File: config.mk
export PLATFORM = sky130hd
export DESIGN_NAME = dual_disk_command_arbiter
export DESIGN_NICKNAME = d
export VERILOG_FILES = /design/src/logic/disk_arb_pkg.sv /design/src/logic/nibble_buffer.sv /design/src/logic/dual_disk_command_arbiter.sv
export VERILOG_INCLUDE_DIRS = /design/src /design/src/logic
export SDC_FILE = /design/constraint.sdc
export NUM_CORES = 1
export LEC_CHECK = 0
export ABC_AREA = 1
export BUFFER_PORTS_ARGS = -buffer_cell sky130_fd_sc_hd__buf_2
export CORE_UTILIZATION = 30
export DETAILED_ROUTE_END_ITERATION = 6
export HOLD_SLACK_MARGIN = 0.02
export SKIP_LAST_GASP = 1
export SYNTH_ARGS = -nofsm -noshare
export SYNTH_HDL_FRONTEND = slang
export SYNTH_SLANG_ARGS = --single-unit
File: constraint.sdc
create_clock -name sys_clk -period 5.7 [get_ports sys_clk]
set_clock_uncertainty 0.15 [all_clocks]
set_input_delay 0.285 -clock sys_clk [delete_from_list [all_inputs] [get_ports sys_clk]]
set_output_delay 0.285 -clock sys_clk [all_outputs]
set_load 0.03 [all_outputs]
File: src/logic/disk_arb_cfg.svh
/*
 * Offsets, field positions, reset values and counts of the dual disk
 * command arbiter. Assumes inclusion by bare name; definitions only.
 */
`ifndef DISK_ARB_CFG_SVH
`define DISK_ARB_CFG_SVH

// --------------------------------------------------------------------
// Scratch RAM layout (word indexes)
// --------------------------------------------------------------------
`define CART_CSR_IDX 4'h0
`define FLOP_CSR_IDX 4'h4
`define DEV_WIN_WORDS 4'h4
`define BOOT_WIN_WORDS 4'h8

// --------------------------------------------------------------------
// Command and status word fields
// --------------------------------------------------------------------
`define CART_READY_BIT 4'd7
`define FLOP_DONE_BIT 4'd5
`define IRQ_ENABLE_BIT 4'd6

// --------------------------------------------------------------------
// Control space: byte offsets 0x800..0x81c, word index in [4:2]
// --------------------------------------------------------------------
`define CTRL_SPACE_TAG 7'h40
`define CTRL_CART_BASE 3'h0
`define CTRL_FLOP_BASE 3'h1
`define CTRL_BOOT_BASE 3'h2
`define CTRL_IRQ_CFG 3'h3
`define CTRL_IRQ_STATUS 3'h4
`define CTRL_IRQ_CLEAR 3'h5
`define CTRL_IRQ_ENABLE 3'h6
`define IRQ_LEVEL_LSB 0
`define IRQ_VECTOR_LSB 16
`define STAT_EXEC_CART_BIT 8
`define STAT_EXEC_FLOP_BIT 9
`define STAT_QUEUE_BIT 10
`define IRQ_CART 0
`define IRQ_FLOP 1

// --------------------------------------------------------------------
// Reset values
// --------------------------------------------------------------------
`define CART_BASE_RST 5'h01
`define FLOP_BASE_RST 5'h02
`define BOOT_BASE_RST 5'h03
`define IRQ_LEVEL_RST 3'h4
`define IRQ_VECTOR_RST 9'h070
`define WPTR_FIRST 2'h1
`define WPTR_LAST 2'h3
`define SHIFT_LAST 2'h3

`endif

File: src/logic/disk_arb_pkg.sv
/*
 * Types of the dual disk command arbiter: state encodings and the
 * packed state records. Assumes disk_arb_cfg.svh is on the include path.
 */
package disk_arb_pkg;

    typedef logic [15:0] word_t;

    typedef enum logic [2:0] {
        EX_IDLE = 3'b001,
        EX_CART = 3'b010,
        EX_FLOP = 3'b100
    } exec_e;

    typedef enum logic [2:0] {
        XF_IDLE = 3'b001,
        XF_SHIFT = 3'b010,
        XF_STORE = 3'b100
    } xfer_e;

    typedef struct packed {
        word_t word;
    } nib_buf_s;

    typedef struct packed {
        word_t [15:0] ram;
        exec_e exec;
        logic qvalid;
        logic qfloppy;
        word_t qword;
        logic cmd_valid;
        logic cmd_floppy;
        word_t cmd_word;
        logic [4:0] cart_base;
        logic [4:0] flop_base;
        logic [4:0] boot_base;
        logic [2:0] irq_level;
        logic [8:0] irq_vec_cfg;
        logic [8:0] irq_vector;
        logic [1:0] irq_status;
        logic [1:0] irq_en;
        logic irq;
        logic pready;
        logic pslverr;
        logic [31:0] prdata;
        logic hold_full;
        word_t hold_word;
        logic dbus_ready;
        xfer_e xfer;
        logic [1:0] shcnt;
        logic xfloppy;
        logic [1:0] wptr;
    } arb_s;

endpackage : disk_arb_pkg

File: src/logic/nibble_buffer.sv
/*
 * One 16-bit data buffer register: parallel load or nibble shift.
 * Assumes load and shift are never asserted together by the user.
 */
`timescale 1ns/1ps
module nibble_buffer (
    input wire logic sys_clk,
    input wire logic rst_n,
    input wire logic load,
    input wire logic [15:0] load_word,
    input wire logic shift,
    input wire logic [3:0] nib_in,
    output logic [15:0] word,
    output logic [3:0] nib_out
);
    disk_arb_pkg::nib_buf_s b_q;
    disk_arb_pkg::nib_buf_s b_d;

    always_comb begin
        b_d = b_q;
        if (load) begin
            b_d.word = load_word;
        end else if (shift) begin
            b_d.word = {b_q.word[11:0], nib_in};
        end
    end

    always_ff @(posedge sys_clk) begin
        if (!rst_n) begin
            b_q <= '0;
        end else begin
            b_q <= b_d;
        end
    end

    assign word = b_q.word;
    assign nib_out = b_q.word[15:12];
endmodule : nibble_buffer

File: src/logic/dual_disk_command_arbiter.sv
/*
 * Dual disk command arbiter: two emulated disk personalities share one
 * controller. Host reaches it over APB, the controller over a command
 * handshake and a word handshake. Assumes one clock and a synchronous
 * host initialise on rst_n; the controller takes a command before it
 * reports completion.
 */
// The placing of the registers and register access over APB were chosen for this implementation.
`timescale 1ns/1ps
`include "disk_arb_cfg.svh"
module dual_disk_command_arbiter (
    input wire logic sys_clk,
    input wire logic rst_n,
    input wire logic psel,
    input wire logic penable,
    input wire logic pwrite,
    input wire logic [11:0] paddr,
    input wire logic [31:0] pwdata,
    output logic [31:0] prdata,
    output logic pready,
    output logic pslverr,
    output logic cmd_valid,
    input wire logic cmd_ready,
    output logic cmd_floppy,
    output logic [15:0] cmd_word,
    input wire logic ctrl_done,
    input wire logic dbus_valid,
    input wire logic [15:0] dbus_word,
    output logic dbus_ready,
    output logic irq,
    output logic [2:0] irq_level,
    input wire logic irq_ack,
    output logic [8:0] irq_vector
);
    disk_arb_pkg::arb_s s_q;
    disk_arb_pkg::arb_s s_d;
    logic [1:0] dec_kind;
    logic [3:0] dec_idx;
    logic is_csr;
    logic csr_floppy;
    logic busy_for;
    logic setup;
    logic access;
    logic b_load;
    logic b_shift;
    logic [15:0] a_word;
    logic [15:0] b_word;
    logic [3:0] b_nib;

    // ----------------------------------------------------------------
    // Helpers
    // ----------------------------------------------------------------
    // Kind 2'b01 is scratch RAM, 2'b10 control space, 2'b00 unmapped.
    function automatic logic [5:0] decode(input logic [11:0] a,
                                          input logic [4:0] cb,
                                          input logic [4:0] fb,
                                          input logic [4:0] bb);
        logic [5:0] r;
        r = 6'h00;
        if (a[11:5] == `CTRL_SPACE_TAG) begin
            r = {2'b10, 1'b0, a[4:2]};
        end else if (!a[11] && a[10:6] == cb && a[5:2] < `DEV_WIN_WORDS) begin
            r = {2'b01, `CART_CSR_IDX + {2'b00, a[3:2]}};
        end else if (!a[11] && a[10:6] == fb && a[5:2] < `DEV_WIN_WORDS) begin
            r = {2'b01, `FLOP_CSR_IDX + {2'b00, a[3:2]}};
        end else if (!a[11] && a[10:6] == bb && a[5:2] < `BOOT_WIN_WORDS) begin
            r = {2'b01, 1'b1, a[4:2]};
        end
        return r;
    endfunction : decode

    function automatic logic [3:0] csr_of(input logic floppy);
        return floppy ? `FLOP_CSR_IDX : `CART_CSR_IDX;
    endfunction : csr_of

    function automatic logic [3:0] flag_of(input logic floppy);
        return floppy ? `FLOP_DONE_BIT : `CART_READY_BIT;
    endfunction : flag_of

    assign {dec_kind, dec_idx} = decode(paddr, s_q.cart_base,
                                        s_q.flop_base, s_q.boot_base);
    assign is_csr = dec_kind == 2'b01 &&
                    (dec_idx == `CART_CSR_IDX || dec_idx == `FLOP_CSR_IDX);
    assign csr_floppy = dec_idx == `FLOP_CSR_IDX;
    // Busy when this personality runs, or anything runs and queue is full
    assign busy_for = s_q.exec != disk_arb_pkg::EX_IDLE &&
                      (s_q.qvalid || (s_q.exec == disk_arb_pkg::EX_FLOP)
                       == csr_floppy);
    assign setup = psel && !penable;
    assign access = psel && penable && s_q.pready;

    // ----------------------------------------------------------------
    // Data buffers: B faces the drive bus, A faces the scratch RAM
    // ----------------------------------------------------------------
    nibble_buffer buf_a (
        .sys_clk(sys_clk),
        .rst_n(rst_n),
        .load(1'b0),
        .load_word(16'h0000),
        .shift(b_shift),
        .nib_in(b_nib),
        .word(a_word),
        .nib_out()
    );

    // B rotates into itself so it stays intact while A fills
    nibble_buffer buf_b (
        .sys_clk(sys_clk),
        .rst_n(rst_n),
        .load(b_load),
        .load_word(s_q.hold_word),
        .shift(b_shift),
        .nib_in(b_nib),
        .word(b_word),
        .nib_out(b_nib)
    );

    // ----------------------------------------------------------------
    // Next state
    // ----------------------------------------------------------------
    always_comb begin
        logic [1:0] irq_set;
        logic [1:0] irq_clr;
        logic tgt;
        disk_arb_pkg::word_t wval;
        irq_set = 2'b00;
        irq_clr = 2'b00;
        tgt = 1'b0;
        wval = 16'h0000;
        s_d = s_q;
        b_load = 1'b0;
        b_shift = 1'b0;
        s_d.pready = 1'b0;
        if (s_q.cmd_valid && cmd_ready) begin
            s_d.cmd_valid = 1'b0;
        end
        // Completion first, so a command in the same cycle sees the new state
        if (ctrl_done && s_q.exec != disk_arb_pkg::EX_IDLE) begin
            tgt = s_q.exec == disk_arb_pkg::EX_FLOP;
            s_d.ram[csr_of(tgt)][flag_of(tgt)] = 1'b1;
            if (s_q.ram[csr_of(tgt)][`IRQ_ENABLE_BIT]) begin
                irq_set[tgt] = 1'b1;
            end
            s_d.exec = disk_arb_pkg::EX_IDLE;
            s_d.wptr = `WPTR_FIRST;
            if (s_q.qvalid) begin
                s_d.qvalid = 1'b0;
                s_d.exec = s_q.qfloppy ? disk_arb_pkg::EX_FLOP
                                       : disk_arb_pkg::EX_CART;
                s_d.cmd_valid = 1'b1;
                s_d.cmd_floppy = s_q.qfloppy;
                s_d.cmd_word = s_q.qword;
            end
        end
        // Word path: holding register -> B -> A by nibbles -> RAM
        unique case (s_q.xfer)
            disk_arb_pkg::XF_IDLE: begin
                if (s_q.hold_full) begin
                    b_load = 1'b1;
                    s_d.hold_full = 1'b0;
                    s_d.shcnt = 2'b00;
                    s_d.xfloppy = s_q.exec == disk_arb_pkg::EX_FLOP;
                    s_d.xfer = disk_arb_pkg::XF_SHIFT;
                end
            end
            disk_arb_pkg::XF_SHIFT: begin
                b_shift = 1'b1;
                s_d.shcnt = s_q.shcnt + 2'b01;
                if (s_q.shcnt == `SHIFT_LAST) begin
                    s_d.xfer = disk_arb_pkg::XF_STORE;
                end
            end
            disk_arb_pkg::XF_STORE: begin
                s_d.ram[csr_of(s_q.xfloppy) + {2'b00, s_q.wptr}] = a_word;
                s_d.wptr = s_q.wptr == `WPTR_LAST ? `WPTR_FIRST
                                                  : s_q.wptr + 2'b01;
                s_d.xfer = disk_arb_pkg::XF_IDLE;
            end
        endcase
        if (dbus_valid && s_q.dbus_ready) begin
            s_d.hold_full = 1'b1;
            s_d.hold_word = dbus_word;
        end
        // APB: answer is prepared in the setup cycle, taken next edge
        if (setup) begin
            s_d.pready = 1'b1;
            s_d.prdata = 32'h0000_0000;
            s_d.pslverr = dec_kind == 2'b00 ||
                          (dec_kind == 2'b10 && dec_idx == 4'h7) ||
                          (pwrite && is_csr && busy_for);
            if (dec_kind == 2'b01) begin
                s_d.prdata = {16'h0000, s_q.ram[dec_idx]};
            end else if (dec_kind == 2'b10) begin
                unique case (dec_idx[2:0])
                    `CTRL_CART_BASE: s_d.prdata = {27'h0, s_q.cart_base};
                    `CTRL_FLOP_BASE: s_d.prdata = {27'h0, s_q.flop_base};
                    `CTRL_BOOT_BASE: s_d.prdata = {27'h0, s_q.boot_base};
                    `CTRL_IRQ_CFG: begin
                        s_d.prdata[`IRQ_LEVEL_LSB +: 3] = s_q.irq_level;
                        s_d.prdata[`IRQ_VECTOR_LSB +: 9] = s_q.irq_vec_cfg;
                    end
                    `CTRL_IRQ_STATUS: begin
                        s_d.prdata[1:0] = s_q.irq_status;
                        s_d.prdata[`STAT_EXEC_CART_BIT] =
                            s_q.exec == disk_arb_pkg::EX_CART;
                        s_d.prdata[`STAT_EXEC_FLOP_BIT] =
                            s_q.exec == disk_arb_pkg::EX_FLOP;
                        s_d.prdata[`STAT_QUEUE_BIT] = s_q.qvalid;
                    end
                    `CTRL_IRQ_ENABLE: s_d.prdata = {30'h0, s_q.irq_en};
                    default: s_d.prdata = 32'h0000_0000;
                endcase
            end
        end
        if (access && pwrite && !s_q.pslverr) begin
            if (dec_kind == 2'b01 && !is_csr) begin
                s_d.ram[dec_idx] = pwdata[15:0];
            end else if (is_csr) begin
                // Flag bits are hardware owned; a command always clears it
                wval = pwdata[15:0];
                wval[`CART_READY_BIT] = s_d.ram[dec_idx][`CART_READY_BIT];
                wval[`FLOP_DONE_BIT] = s_d.ram[dec_idx][`FLOP_DONE_BIT];
                wval[flag_of(csr_floppy)] = 1'b0;
                s_d.ram[dec_idx] = wval;
                if (s_d.exec == disk_arb_pkg::EX_IDLE) begin
                    s_d.exec = csr_floppy ? disk_arb_pkg::EX_FLOP
                                          : disk_arb_pkg::EX_CART;
                    s_d.cmd_valid = 1'b1;
                    s_d.cmd_floppy = csr_floppy;
                    s_d.cmd_word = wval;
                end else begin
                    s_d.qvalid = 1'b1;
                    s_d.qfloppy = csr_floppy;
                    s_d.qword = wval;
                end
            end else if (dec_kind == 2'b10) begin
                unique case (dec_idx[2:0])
                    `CTRL_CART_BASE: s_d.cart_base = pwdata[4:0];
                    `CTRL_FLOP_BASE: s_d.flop_base = pwdata[4:0];
                    `CTRL_BOOT_BASE: s_d.boot_base = pwdata[4:0];
                    `CTRL_IRQ_CFG: begin
                        s_d.irq_level = pwdata[`IRQ_LEVEL_LSB +: 3];
                        s_d.irq_vec_cfg = pwdata[`IRQ_VECTOR_LSB +: 9];
                    end
                    `CTRL_IRQ_CLEAR: irq_clr = pwdata[1:0];
                    `CTRL_IRQ_ENABLE: s_d.irq_en = pwdata[1:0];
                    default: irq_clr = 2'b00;
                endcase
            end
        end
        // Set wins over a clear in the same cycle
        s_d.irq_status = (s_q.irq_status & ~irq_clr) | irq_set;
        s_d.irq = |(s_d.irq_status & s_d.irq_en);
        if (irq_ack) begin
            s_d.irq_vector = s_q.irq_vec_cfg;
        end
        s_d.dbus_ready = !s_d.hold_full &&
                         s_d.exec != disk_arb_pkg::EX_IDLE;
    end

    always_ff @(posedge sys_clk) begin
        if (!rst_n) begin
            s_q <= '0;
            s_q.ram[`CART_CSR_IDX][`CART_READY_BIT] <= 1'b1;
            s_q.ram[`FLOP_CSR_IDX][`FLOP_DONE_BIT] <= 1'b1;
            s_q.exec <= disk_arb_pkg::EX_IDLE;
            s_q.xfer <= disk_arb_pkg::XF_IDLE;
            s_q.wptr <= `WPTR_FIRST;
            s_q.cart_base <= `CART_BASE_RST;
            s_q.flop_base <= `FLOP_BASE_RST;
            s_q.boot_base <= `BOOT_BASE_RST;
            s_q.irq_level <= `IRQ_LEVEL_RST;
            s_q.irq_vec_cfg <= `IRQ_VECTOR_RST;
        end else begin
            s_q <= s_d;
        end
    end

    assign prdata = s_q.prdata;
    assign pready = s_q.pready;
    assign pslverr = s_q.pslverr;
    assign cmd_valid = s_q.cmd_valid;
    assign cmd_floppy = s_q.cmd_floppy;
    assign cmd_word = s_q.cmd_word;
    assign dbus_ready = s_q.dbus_ready;
    assign irq = s_q.irq;
    assign irq_level = s_q.irq_level;
    assign irq_vector = s_q.irq_vector;
endmodule : dual_disk_command_arbiter

==> run_results.csv, run 1 <==
group,metric,value,unit
final_layout,area_delta_synth_final,13.0,%
final_layout,layout-drive-gt1-share,10.7,%
logic_synthesis,ys_ff_latch,421,
timing,finalSetupViolations,0,
drt,wl,71800,um
logic_synthesis,synth-warning-count,0,
placed_design,post-dp-hpwl,45500,um
drt,dr_wl_met2,31500,um
timing,final_hold_viol_count,0,
pwr,peakVddDrop,0.000188,V
clock_tree,cts-root-buf,"clkbuf_16",
final_layout,layout_commonest_cell,"nand2_1",
final_layout,final_cell_mix,"nand2_1, dfxtp_1, o21ai_0, nor2_1, a21oi_1",
clock_tree,cts_buffers,46,
final_layout,antenna_cells,0,
critical_path,worstSetupStartpoint,"s_q[93]",
timing,fmax,218,MHz
timing,slew_headroom,28.0,%
clock_tree,clock_path_buffers,3,
floorplanning,initial_core_util,30.5,%
timing,worst_slew_pin_slew,1.08,ns
drt,vias,20278,
floorplanning,die-area,70000,um^2
drt,via_per_inst,5.15,
logic_synthesis,avgSynthCellArea,6.82,um^2
hold_path,hold_path_class,"primary input to flop",
critical_path,cp.arrival,4.90,ns
drt,m1WireLength,32900,um
critical_path,crit_type,"flop to flop",
job,max_cap_viol_count,0,
clock_tree,clock_latency,0.59,ns
drt,wl_met3,6090,um
critical_path,required,6.00,ns
critical_path,cp_max_fo,49,
pwr,power.leakage,9.57,nW
timing,rsz0062_at_grt,"false",
final_layout,instances_no_fill,3936,
logic_synthesis,ys_types,51,
critical_path,start_kind,"flop",
grt,grt_pass1_vias,18206,
clock_tree,clk_pin_slew,0.06,ns
placed_design,routabilityCongestion,0.923,
logic_synthesis,syn_inst,3034,
logic_synthesis,seq_area_frac_synth,40.7,%
drt,drt-pass1-iter-count,5,
placed_design,dpl_cell_area,21400,um^2
final_layout,fin_area,23400,um^2
timing,finalCriticalPeriod,4.59,ns
outcome,outcome,"finished, final reports clean",
logic_synthesis,syn-cell-area,20700,um^2
floorplanning,coreArea,67800,um^2
final_layout,nets,3105,
floorplanning,die_y,265,um
critical_path,critPathCapture,"s_q[78]",
grt,grt_antenna_before_repair,1,
grt,grt_pass1_wl,110000,um
floorplanning,rows,95,
pwr,power.density,263,nW/um^2
clock_tree,cts_tree,"built",
critical_path,r2r_setup_slack,1.11,ns
critical_path,r2r-end,"s_q[78]",
timing,maxSlewViolCount,0,
drt,drcViolationCount,0,
drt,highest_layer,"met5",
clock_tree,ctsResizeCount,0,
clock_tree,cts_sinks,421,
floorplanning,die_x,265,um
placed_design,placed_cells,3807,
grt,grt_max_degree,212,
critical_path,cp-end-kind,"flop",
clock_tree,htree_levels,2,
final_layout,fillers,7347,
placed_design,portBuffers,118,
floorplanning,ioPinCount,135,
grt,grt_use_total,20.1,%
critical_path,reg2reg_depth,14,
grt,grt_overflow_total,0,
timing,timing.final.crit_share,80.6,%
drt,antenna_left,0,
drt,avgRoutedWirePerCell,18.3,um
drt,drt_iter0_drc,2356,
critical_path,reg2reg_from,"s_q[93]",
timing,tns,0,ns
## worst min path at each step
stage | startpoint | end | slack (ns) | cells after the start
2_1_floorplan | pwdata[20] | s_q[78] | 0.26 | 2
3_3_place_gp | s_q[279] | s_q[279] | 0.29 | 2
3_5_place_dp | s_q[279] | s_q[279] | 0.30 | 2
4_1_cts | paddr[4] | prdata[2] | 0.07 | 6
5_1_grt | paddr[4] | prdata[2] | 0.14 | 6
6_report | paddr[4] | prdata[1] | 0.09 | 6
## metal layers
metal	up-vias	track usage [%]
li1	9945	-
met1	9446	28.6
met2	791	31.4
met3	94	3.36
met4	2	5.14
met5	-	0
## where the power goes
part | internal, mW | switching (mW) | total, mW | leakage (nW)
Sequential | 2.95 | 0.00284 | 2.95 | 3.39
Clock | 1.65 | 1.26 | 2.90 | 0.707
Combinational | 0.0712 | 0.218 | 0.290 | 5.47
Total | 4.67 | 1.48 | 6.14 | 9.57
## flip-flops by register name, summed over array words and instances (netlist names)
register / cells
irq_level: 3
buf_a.word: 16
cmd_valid: 1
irq: 1
s_q: 330
prdata: 25
cmd_floppy: 1
irq_vector: 9
cmd_word: 16
pready: 1
dbus_ready: 1
pslverr: 1
buf_b.word: 16
## critical path: stages (launching register included)
cell	delay (ns)
dfxtp_1	0.42
inv_1	0.06
nand2_1	0.06
nand2_1	0.05
nor2_1	0.07
nand3_1	0.20
nand4_4	0.43
nand2_4	0.46
nor2_4	0.59
nand2_2	0.30
nor2_2	0.54
inv_1	0.35
nand2_1	0.14
nand3_1	0.07
dlygate4sd3_1	0.57
## area by class of cell
| type | instances | area [um^2] | area share, % |
|---|---|---|---|
| Tap cell | 873 | 1090 | 4.67 |
| Multi-Input combinational cell | 2120 | 10100 | 43.2 |
| Sequential cell | 421 | 8430 | 36.1 |
| Timing Repair Buffer | 212 | 1450 | 6.18 |
| Inverter | 233 | 885 | 3.78 |
| Clock buffer | 63 | 1320 | 5.63 |
| Clock inverter | 14 | 111 | 0.476 |
## stage by stage
stage	power, mW	util [%]	hold WS, ns	setup WS [ns]
after floorplan	3.17	-	0.261	3.47
after global placement	3.27	31.6	0.292	1.61
after detailed placement	3.27	31.6	0.296	1.63
after CTS	6.18	34.5	0.0719	1.21
after global routing	6.31	34.5	0.140	0.736
final	6.14	34.5	0.0868	1.11
## kinds of logic after synthesis
kind of cell	Yosys count	share of synthesized area, %
and+or+nand+nor	1268	26.0
AOI/OAI and AO/OA	829	21.7
buffers and inverters	499	10.7
DFF	421	40.7
muxes	12	0.623
adders and majority gates	2	0.121
xor gates and xnor gates	2	0.0847
other	1	0.0181
## synth_stat cells, drive strengths merged
library cell  count  area [um^2]
nor4              1         6.26
o211a             7         70.1
a22oi             4         30.0
mux2              7         78.8
conb              1         3.75
a21boi            2         15.0
clkbuf          135          508
mux2i             5         50.1
a21oi           310         1550
nor2            349         1460
o211ai           11         82.6
o21bai            2         15.0
nand3            77          408
a311oi           15          131
a31oi            30          188
dfxtp           421         8430
a211oi           35          318
o22ai             1         6.26
buf             131          825
o31ai             1         7.51
nand4            86          551
and2              1         6.26
or2               7         43.8
inv             224          846
clkinv            9         36.3
o21a              1         7.51
o221ai            2         17.5
nor3             12          103
nand2           735         2810
ha                2         25.0
o21ai           408         2040
xor2              2         17.5
## timing repair
action / CTS / global route
buffers inserted: 0 / 0
endpoints found under the hold margin: 123 / 0
hold buffers: 52 / 0
Power figures use the tool's default switching activity.
==> inputs of run 2 (changes only) <==
Clock period 5.7 ns to 4.2 ns, I/O delays scaled along.
==> run 2 against run 1 <==
Sequential power increased by 36%. Fmax up 35%. Critical path depth grew 2. Count of clock-buffer cells in the layout increased by 6. Worst setup slack got worse by 0.31 ns. Global-route usage up 0.12 points. Non-clock buffer count is 26 higher. Sequential share of layout area shrank 0.49 points. Routed wire length up 1.2%. Largest cell class unchanged. Highest routed layer is now met4.
==> run_results.csv, run 2 (synthesized netlist as in run 1, its figures left out) <==
group,metric,value,unit
timing,rsz0062_at_grt,"false",
floorplanning,die-area,70000,um^2
pwr,power,8.60,mW
placed_design,post-dp-hpwl,48000,um
drt,via_per_inst,5.12,
final_layout,final_cell_mix,"nand2_1, dfxtp_1, o21ai_0, nor2_1, a21oi_1",
clock_tree,cts_sinks,421,
critical_path,required,4.58,ns
timing,finalSetupViolations,0,
final_layout,layout_commonest_cell,"nand2_1",
job,max_cap_viol_count,0,
grt,grt_antenna_before_repair,1,
grt,grt_max_degree,88,
outcome,outcome,"finished, final reports clean",
floorplanning,coreArea,67800,um^2
drt,drcViolationCount,0,
placed_design,routabilityCongestion,0.922,
hold_path,min_from,"psel",
critical_path,cp.arrival,3.78,ns
clock_tree,cts-root-buf,"clkbuf_16",
final_layout,instances_no_fill,3969,
timing,holdWs,0.0401,ns
critical_path,reg2reg_depth,16,
timing,final_hold_viol_count,0,
final_layout,ff_latch_area,8430,um^2
final_layout,fin_area,23700,um^2
clock_tree,clock_latency,0.60,ns
critical_path,cp_num_buf_inv,4,
final_layout,nets,3131,
critical_path,r2r-end,"pslverr",
floorplanning,rows,95,
timing,timing.final.crit_share,81.0,%
clock_tree,clk_pin_slew,0.06,ns
clock_tree,cts_setup_buffers,0,
clock_tree,cts_buffers,46,
timing,finalCriticalPeriod,3.40,ns
final_layout,multiInputGateArea,10100,um^2
critical_path,start_kind,"flop",
timing,worst_slew_pin_slew,1.02,ns
placed_design,placed_cells,3836,
final_layout,regMostFlops,"s_q",
timing,fmax,294,MHz
critical_path,cp_top_family,"simple AND/OR/NAND/NOR gates",
final_layout,utilization,35.0,%
timing,timing.final.ws_setup,0.799,ns
placed_design,place_ws,0.965,ns
final_layout,layout-drive-gt1-share,11.8,%
grt,grt_pass1_vias,18111,
critical_path,r2r_setup_slack,0.80,ns
placed_design,portBuffers,118,
final_layout,area_delta_synth_final,14.6,%
timing,maxSlewViolCount,0,
critical_path,path_cells,"inv_1 > nand2_1 > nand2_1 > nor2_4 > nand4_2 > buf_4 > nand2_1 > nand2_1 > nand2_1 > nand2_4 > nor2_2 > inv_2 > nor2_2 > a21oi_1 > a21oi_1 > dlygate4sd3_1",
grt,grt_overflow_total,0,
drt,drt-pass1-iter-count,5,
final_layout,antenna_cells,0,
drt,avgRoutedWirePerCell,18.3,um
clock_tree,htree_levels,2,
hold_path,hold_depth,6,
final_layout,fillers,7300,
pwr,power.leakage,9.78,nW
floorplanning,initial_core_util,30.5,%
hold_path,hold_path_class,"primary input to flop",
floorplanning,die_x,265,um
pwr,power.density,363,nW/um^2
critical_path,cpMaxStageDelayCell,"dlygate4sd3_1",
grt,grt_use_total,20.3,%
critical_path,cpPeakStageDelay,0.55,ns
timing,tns,0,ns
critical_path,cpMostUsedCell,"nand2_1",
final_layout,largest_reg_flops,330,
critical_path,cp_max_fo,19,
floorplanning,ioPinCount,135,
drt,antenna_left,0,
placed_design,dpl_cell_area,21700,um^2
grt,grt_pass1_wl,111000,um
drt,wl,72700,um
clock_tree,cts_tree,"built",
pwr,peakVddDrop,0.000271,V
drt,vias,20304,
floorplanning,die_y,265,um
hold_path,hold_path_end,"prdata[2]",
critical_path,crit_type,"flop to flop",
timing,slew_headroom,32.2,%
drt,drt_iter0_drc,2214,
clock_tree,ctsResizeCount,0,
critical_path,cp-end-kind,"flop",
critical_path,reg2reg_from,"s_q[88]",
clock_tree,clock_path_buffers,3,
[run 2: worst max path at each step]
stage          cells after the start    endpoint       from
2_1_floorplan                     18  prdata[14]    s_q[88]
3_3_place_gp                      19    s_q[159]  paddr[10]
3_5_place_dp                      19    s_q[175]  paddr[10]
4_1_cts                           16     pslverr    s_q[88]
5_1_grt                           16     pslverr    s_q[87]
6_report                          16     pslverr    s_q[88]
[run 2: final cells by class]
type / count / area share [%]
Sequential cell: 421 / 35.6
Clock inverter: 15 / 0.544
Timing Repair Buffer: 238 / 6.94
Clock buffer: 69 / 5.99
Tap cell: 873 / 4.61
Multi-Input combinational cell: 2120 / 42.6
Inverter: 233 / 3.73
[run 2: what timing repair did]
action / in CTS / in global routing
setup endpoints to repair: 0 / 0
hold buffers: 49 / 0
endpoints found under the hold margin: 195 / 0
[run 2: report_power, final]
group	switching [mW]	internal [mW]
registers	0.00396	4.00
clock network	1.75	2.45
logic	0.300	0.103
total	2.05	6.55
[run 2: tightest hold or removal path: stages]
cell and delay [ns]:
buf_2 0.10, inv_1 0.06, nor2_1 0.10, nor2_1 0.10, nor2_1 0.05, a21oi_1 0.12
[run 2: routing by layer]
layer	share of wire [%]	up-vias	global-route usage, %
met5	0	-	0
met4	2.2	0	5.44
met3	8.2	113	2.94
met2	44	820	31.6
met1	46	9373	28.9
li1	-	9998	-
==> inputs of run 3 (changes only) <==
Clock period 4.2 ns to 3.4 ns, I/O delays scaled along.
==> run 3 against run 2 <==
Final cell count up 0.35%. Sequential power rose by 24%. Largest power group unchanged. Via count about the same. Highest routed layer unchanged. Critical endpoint is now s_q[365].
==> run_results.csv, run 3 (synthesized netlist as in run 1, its figures left out) <==
group,metric,value,unit
outcome,outcome,"finished, final reports clean",
timing,finalCriticalPeriod,3.15,ns
final_layout,area_delta_synth_final,16.0,%
clock_tree,clock_path_buffers,3,
critical_path,r2r_setup_slack,0.25,ns
critical_path,r2r-end,"s_q[365]",
timing,final_hold_viol_count,0,
drt,drt_iter0_drc,2035,
grt,use_met3,4.58,%
clock_tree,cts-root-buf,"clkbuf_16",
drt,vias,20302,
timing,fmax,318,MHz
critical_path,critPathCapture,"s_q[365]",
placed_design,dpl_cell_area,21900,um^2
final_layout,nets,3145,
final_layout,layout_commonest_cell,"nand2_1",
grt,grt_pass1_vias,18315,
floorplanning,ioPinCount,135,
drt,wl,72100,um
placed_design,portBuffers,118,
placed_design,routabilityCongestion,0.926,
drt,via_per_inst,5.10,
timing,worst_slew_pin_slew,0.938,ns
floorplanning,die_y,265,um
floorplanning,die-area,70000,um^2
clock_tree,cts_sinks,421,
final_layout,layout-drive-gt1-share,12.2,%
pwr,power.density,455,nW/um^2
hold_path,hold_path_class,"primary input to flop",
critical_path,worstSetupStartpoint,"s_q[95]",
floorplanning,coreArea,67800,um^2
critical_path,start_kind,"flop",
timing,rsz0062_at_grt,"false",
clock_tree,clk_pin_slew,0.06,ns
timing,timing.final.ws_setup,0.253,ns
final_layout,final_cell_mix,"nand2_1, dfxtp_1, o21ai_0, nor2_1, a21oi_1",
floorplanning,rows,95,
clock_tree,cts_buffers,46,
clock_tree,clock_latency,0.60,ns
clock_tree,cts_tree,"built",
floorplanning,initial_core_util,30.5,%
grt,grt_use_total,20.2,%
placed_design,place_ws,0.381,ns
final_layout,largest_reg_flops,330,
job,max_cap_viol_count,0,
drt,drt-pass1-iter-count,6,
critical_path,crit_type,"flop to flop",
final_layout,fin_area,24000,um^2
critical_path,cp_max_fo,28,
clock_tree,cts_setup_buffers,0,
timing,timing.final.crit_share,92.5,%
placed_design,placed_cells,3849,
critical_path,cp-end-kind,"flop",
timing,slew_headroom,37.2,%
grt,grt-busiest-layer,"met2",
grt,grt_use_met2,30.8,%
pwr,peakVddDrop,0.000362,V
placed_design,post-dp-hpwl,48100,um
final_layout,instances_no_fill,3983,
clock_tree,htree_levels,2,
timing,finalSetupViolations,0,
pwr,power.leakage,9.91,nW
critical_path,cp.arrival,3.53,ns
critical_path,required,3.78,ns
grt,grt_overflow_total,0,
final_layout,regMostFlops,"s_q",
drt,drcViolationCount,0,
floorplanning,die_x,265,um
critical_path,reg2reg_depth,14,
drt,avgRoutedWirePerCell,18.1,um
critical_path,reg2reg_from,"s_q[95]",
grt,grt_max_degree,183,
grt,met1_usage,28.0,%
timing,tns,0,ns
grt,grt_antenna_before_repair,2,
drt,antenna_left,0,
timing,maxSlewViolCount,0,
grt,grt_pass1_wl,110000,um
==> run 3: cell types whose count changed in the layout (fill, tap and decap cells not counted) <==
cell	change
clkinv_2	-3
diode_2	+1
dlygate4sd3_1	+1
clkinv_4	+1
clkbuf_1	-2
clkinvlp_4	+3
buf_12	+8
buf_4	+5
clkbuf_8	-5
bufinv_16	+5
==> run 3: cell type report <==
cell class | count | area (um^2)
Clock buffer | 62 | 1340
Inverter | 233 | 885
Fill cell | 7310 | 43800
Multi-Input combinational cell | 2120 | 10100
Tap cell | 873 | 1090
Clock inverter | 21 | 295
Antenna cell | 1 | 2.50
Timing Repair Buffer | 252 | 1850
Sequential cell | 421 | 8430
==> run 3: what timing repair did <==
item	CTS	global route
hold buffers	50	0
gates resized for setup	0	0
endpoints found under the hold margin	150	0
endpoints found under the setup margin	0	0
==> run 3: where the power goes <==
group	total (mW)	switching [mW]	leakage (nW)	internal, mW
Clock	5.46	2.16	0.806	3.30
Combinational	0.507	0.372	5.71	0.135
Sequential	4.95	0.00490	3.39	4.94
==> run 3: worst min path at each step <==
stage / cells past startpoint / end / from / slack, ns
3_3_place_gp: 3 / s_q[79] / pwdata[21] / 0.24
6_report: 4 / s_q[14] / dbus_valid / 0.13
3_5_place_dp: 3 / s_q[80] / pwdata[22] / 0.24
2_1_floorplan: 2 / s_q[78] / pwdata[20] / 0.15
5_1_grt: 4 / s_q[80] / pwdata[22] / 0.19
4_1_cts: 4 / s_q[14] / dbus_valid / 0.06
==> run 3: stage by stage <==
step	total power, mW	hold slack (ns)	util, %
after floorplan	5.31	0.146	-
after global placement	5.51	0.236	32.3
after detailed placement	5.51	0.236	32.3
after CTS	11.0	0.0623	35.4
after global routing	11.2	0.192	35.4
final	10.9	0.127	35.4
==> run 3: routing by layer <==
layer  wire length [um]  vias up
li1                   -    10024
met1              32700     9416
met2              31600      744
met3               5830      118
met4               2000        0
met5                  0        -
==> run 3: critical path: stages, from the launching register on <==
cell	delay [ns]
dfxtp_1	0.38
inv_1	0.05
nand2_1	0.05
nand2_1	0.06
nor2_1	0.09
nand3_1	0.19
nand4_4	0.27
nand2_4	0.21
nor2_4	0.31
nand2_4	0.13
nor2_4	0.09
buf_4	0.30
o21ai_0	0.12
a21oi_1	0.12
dlygate4sd3_1	0.56
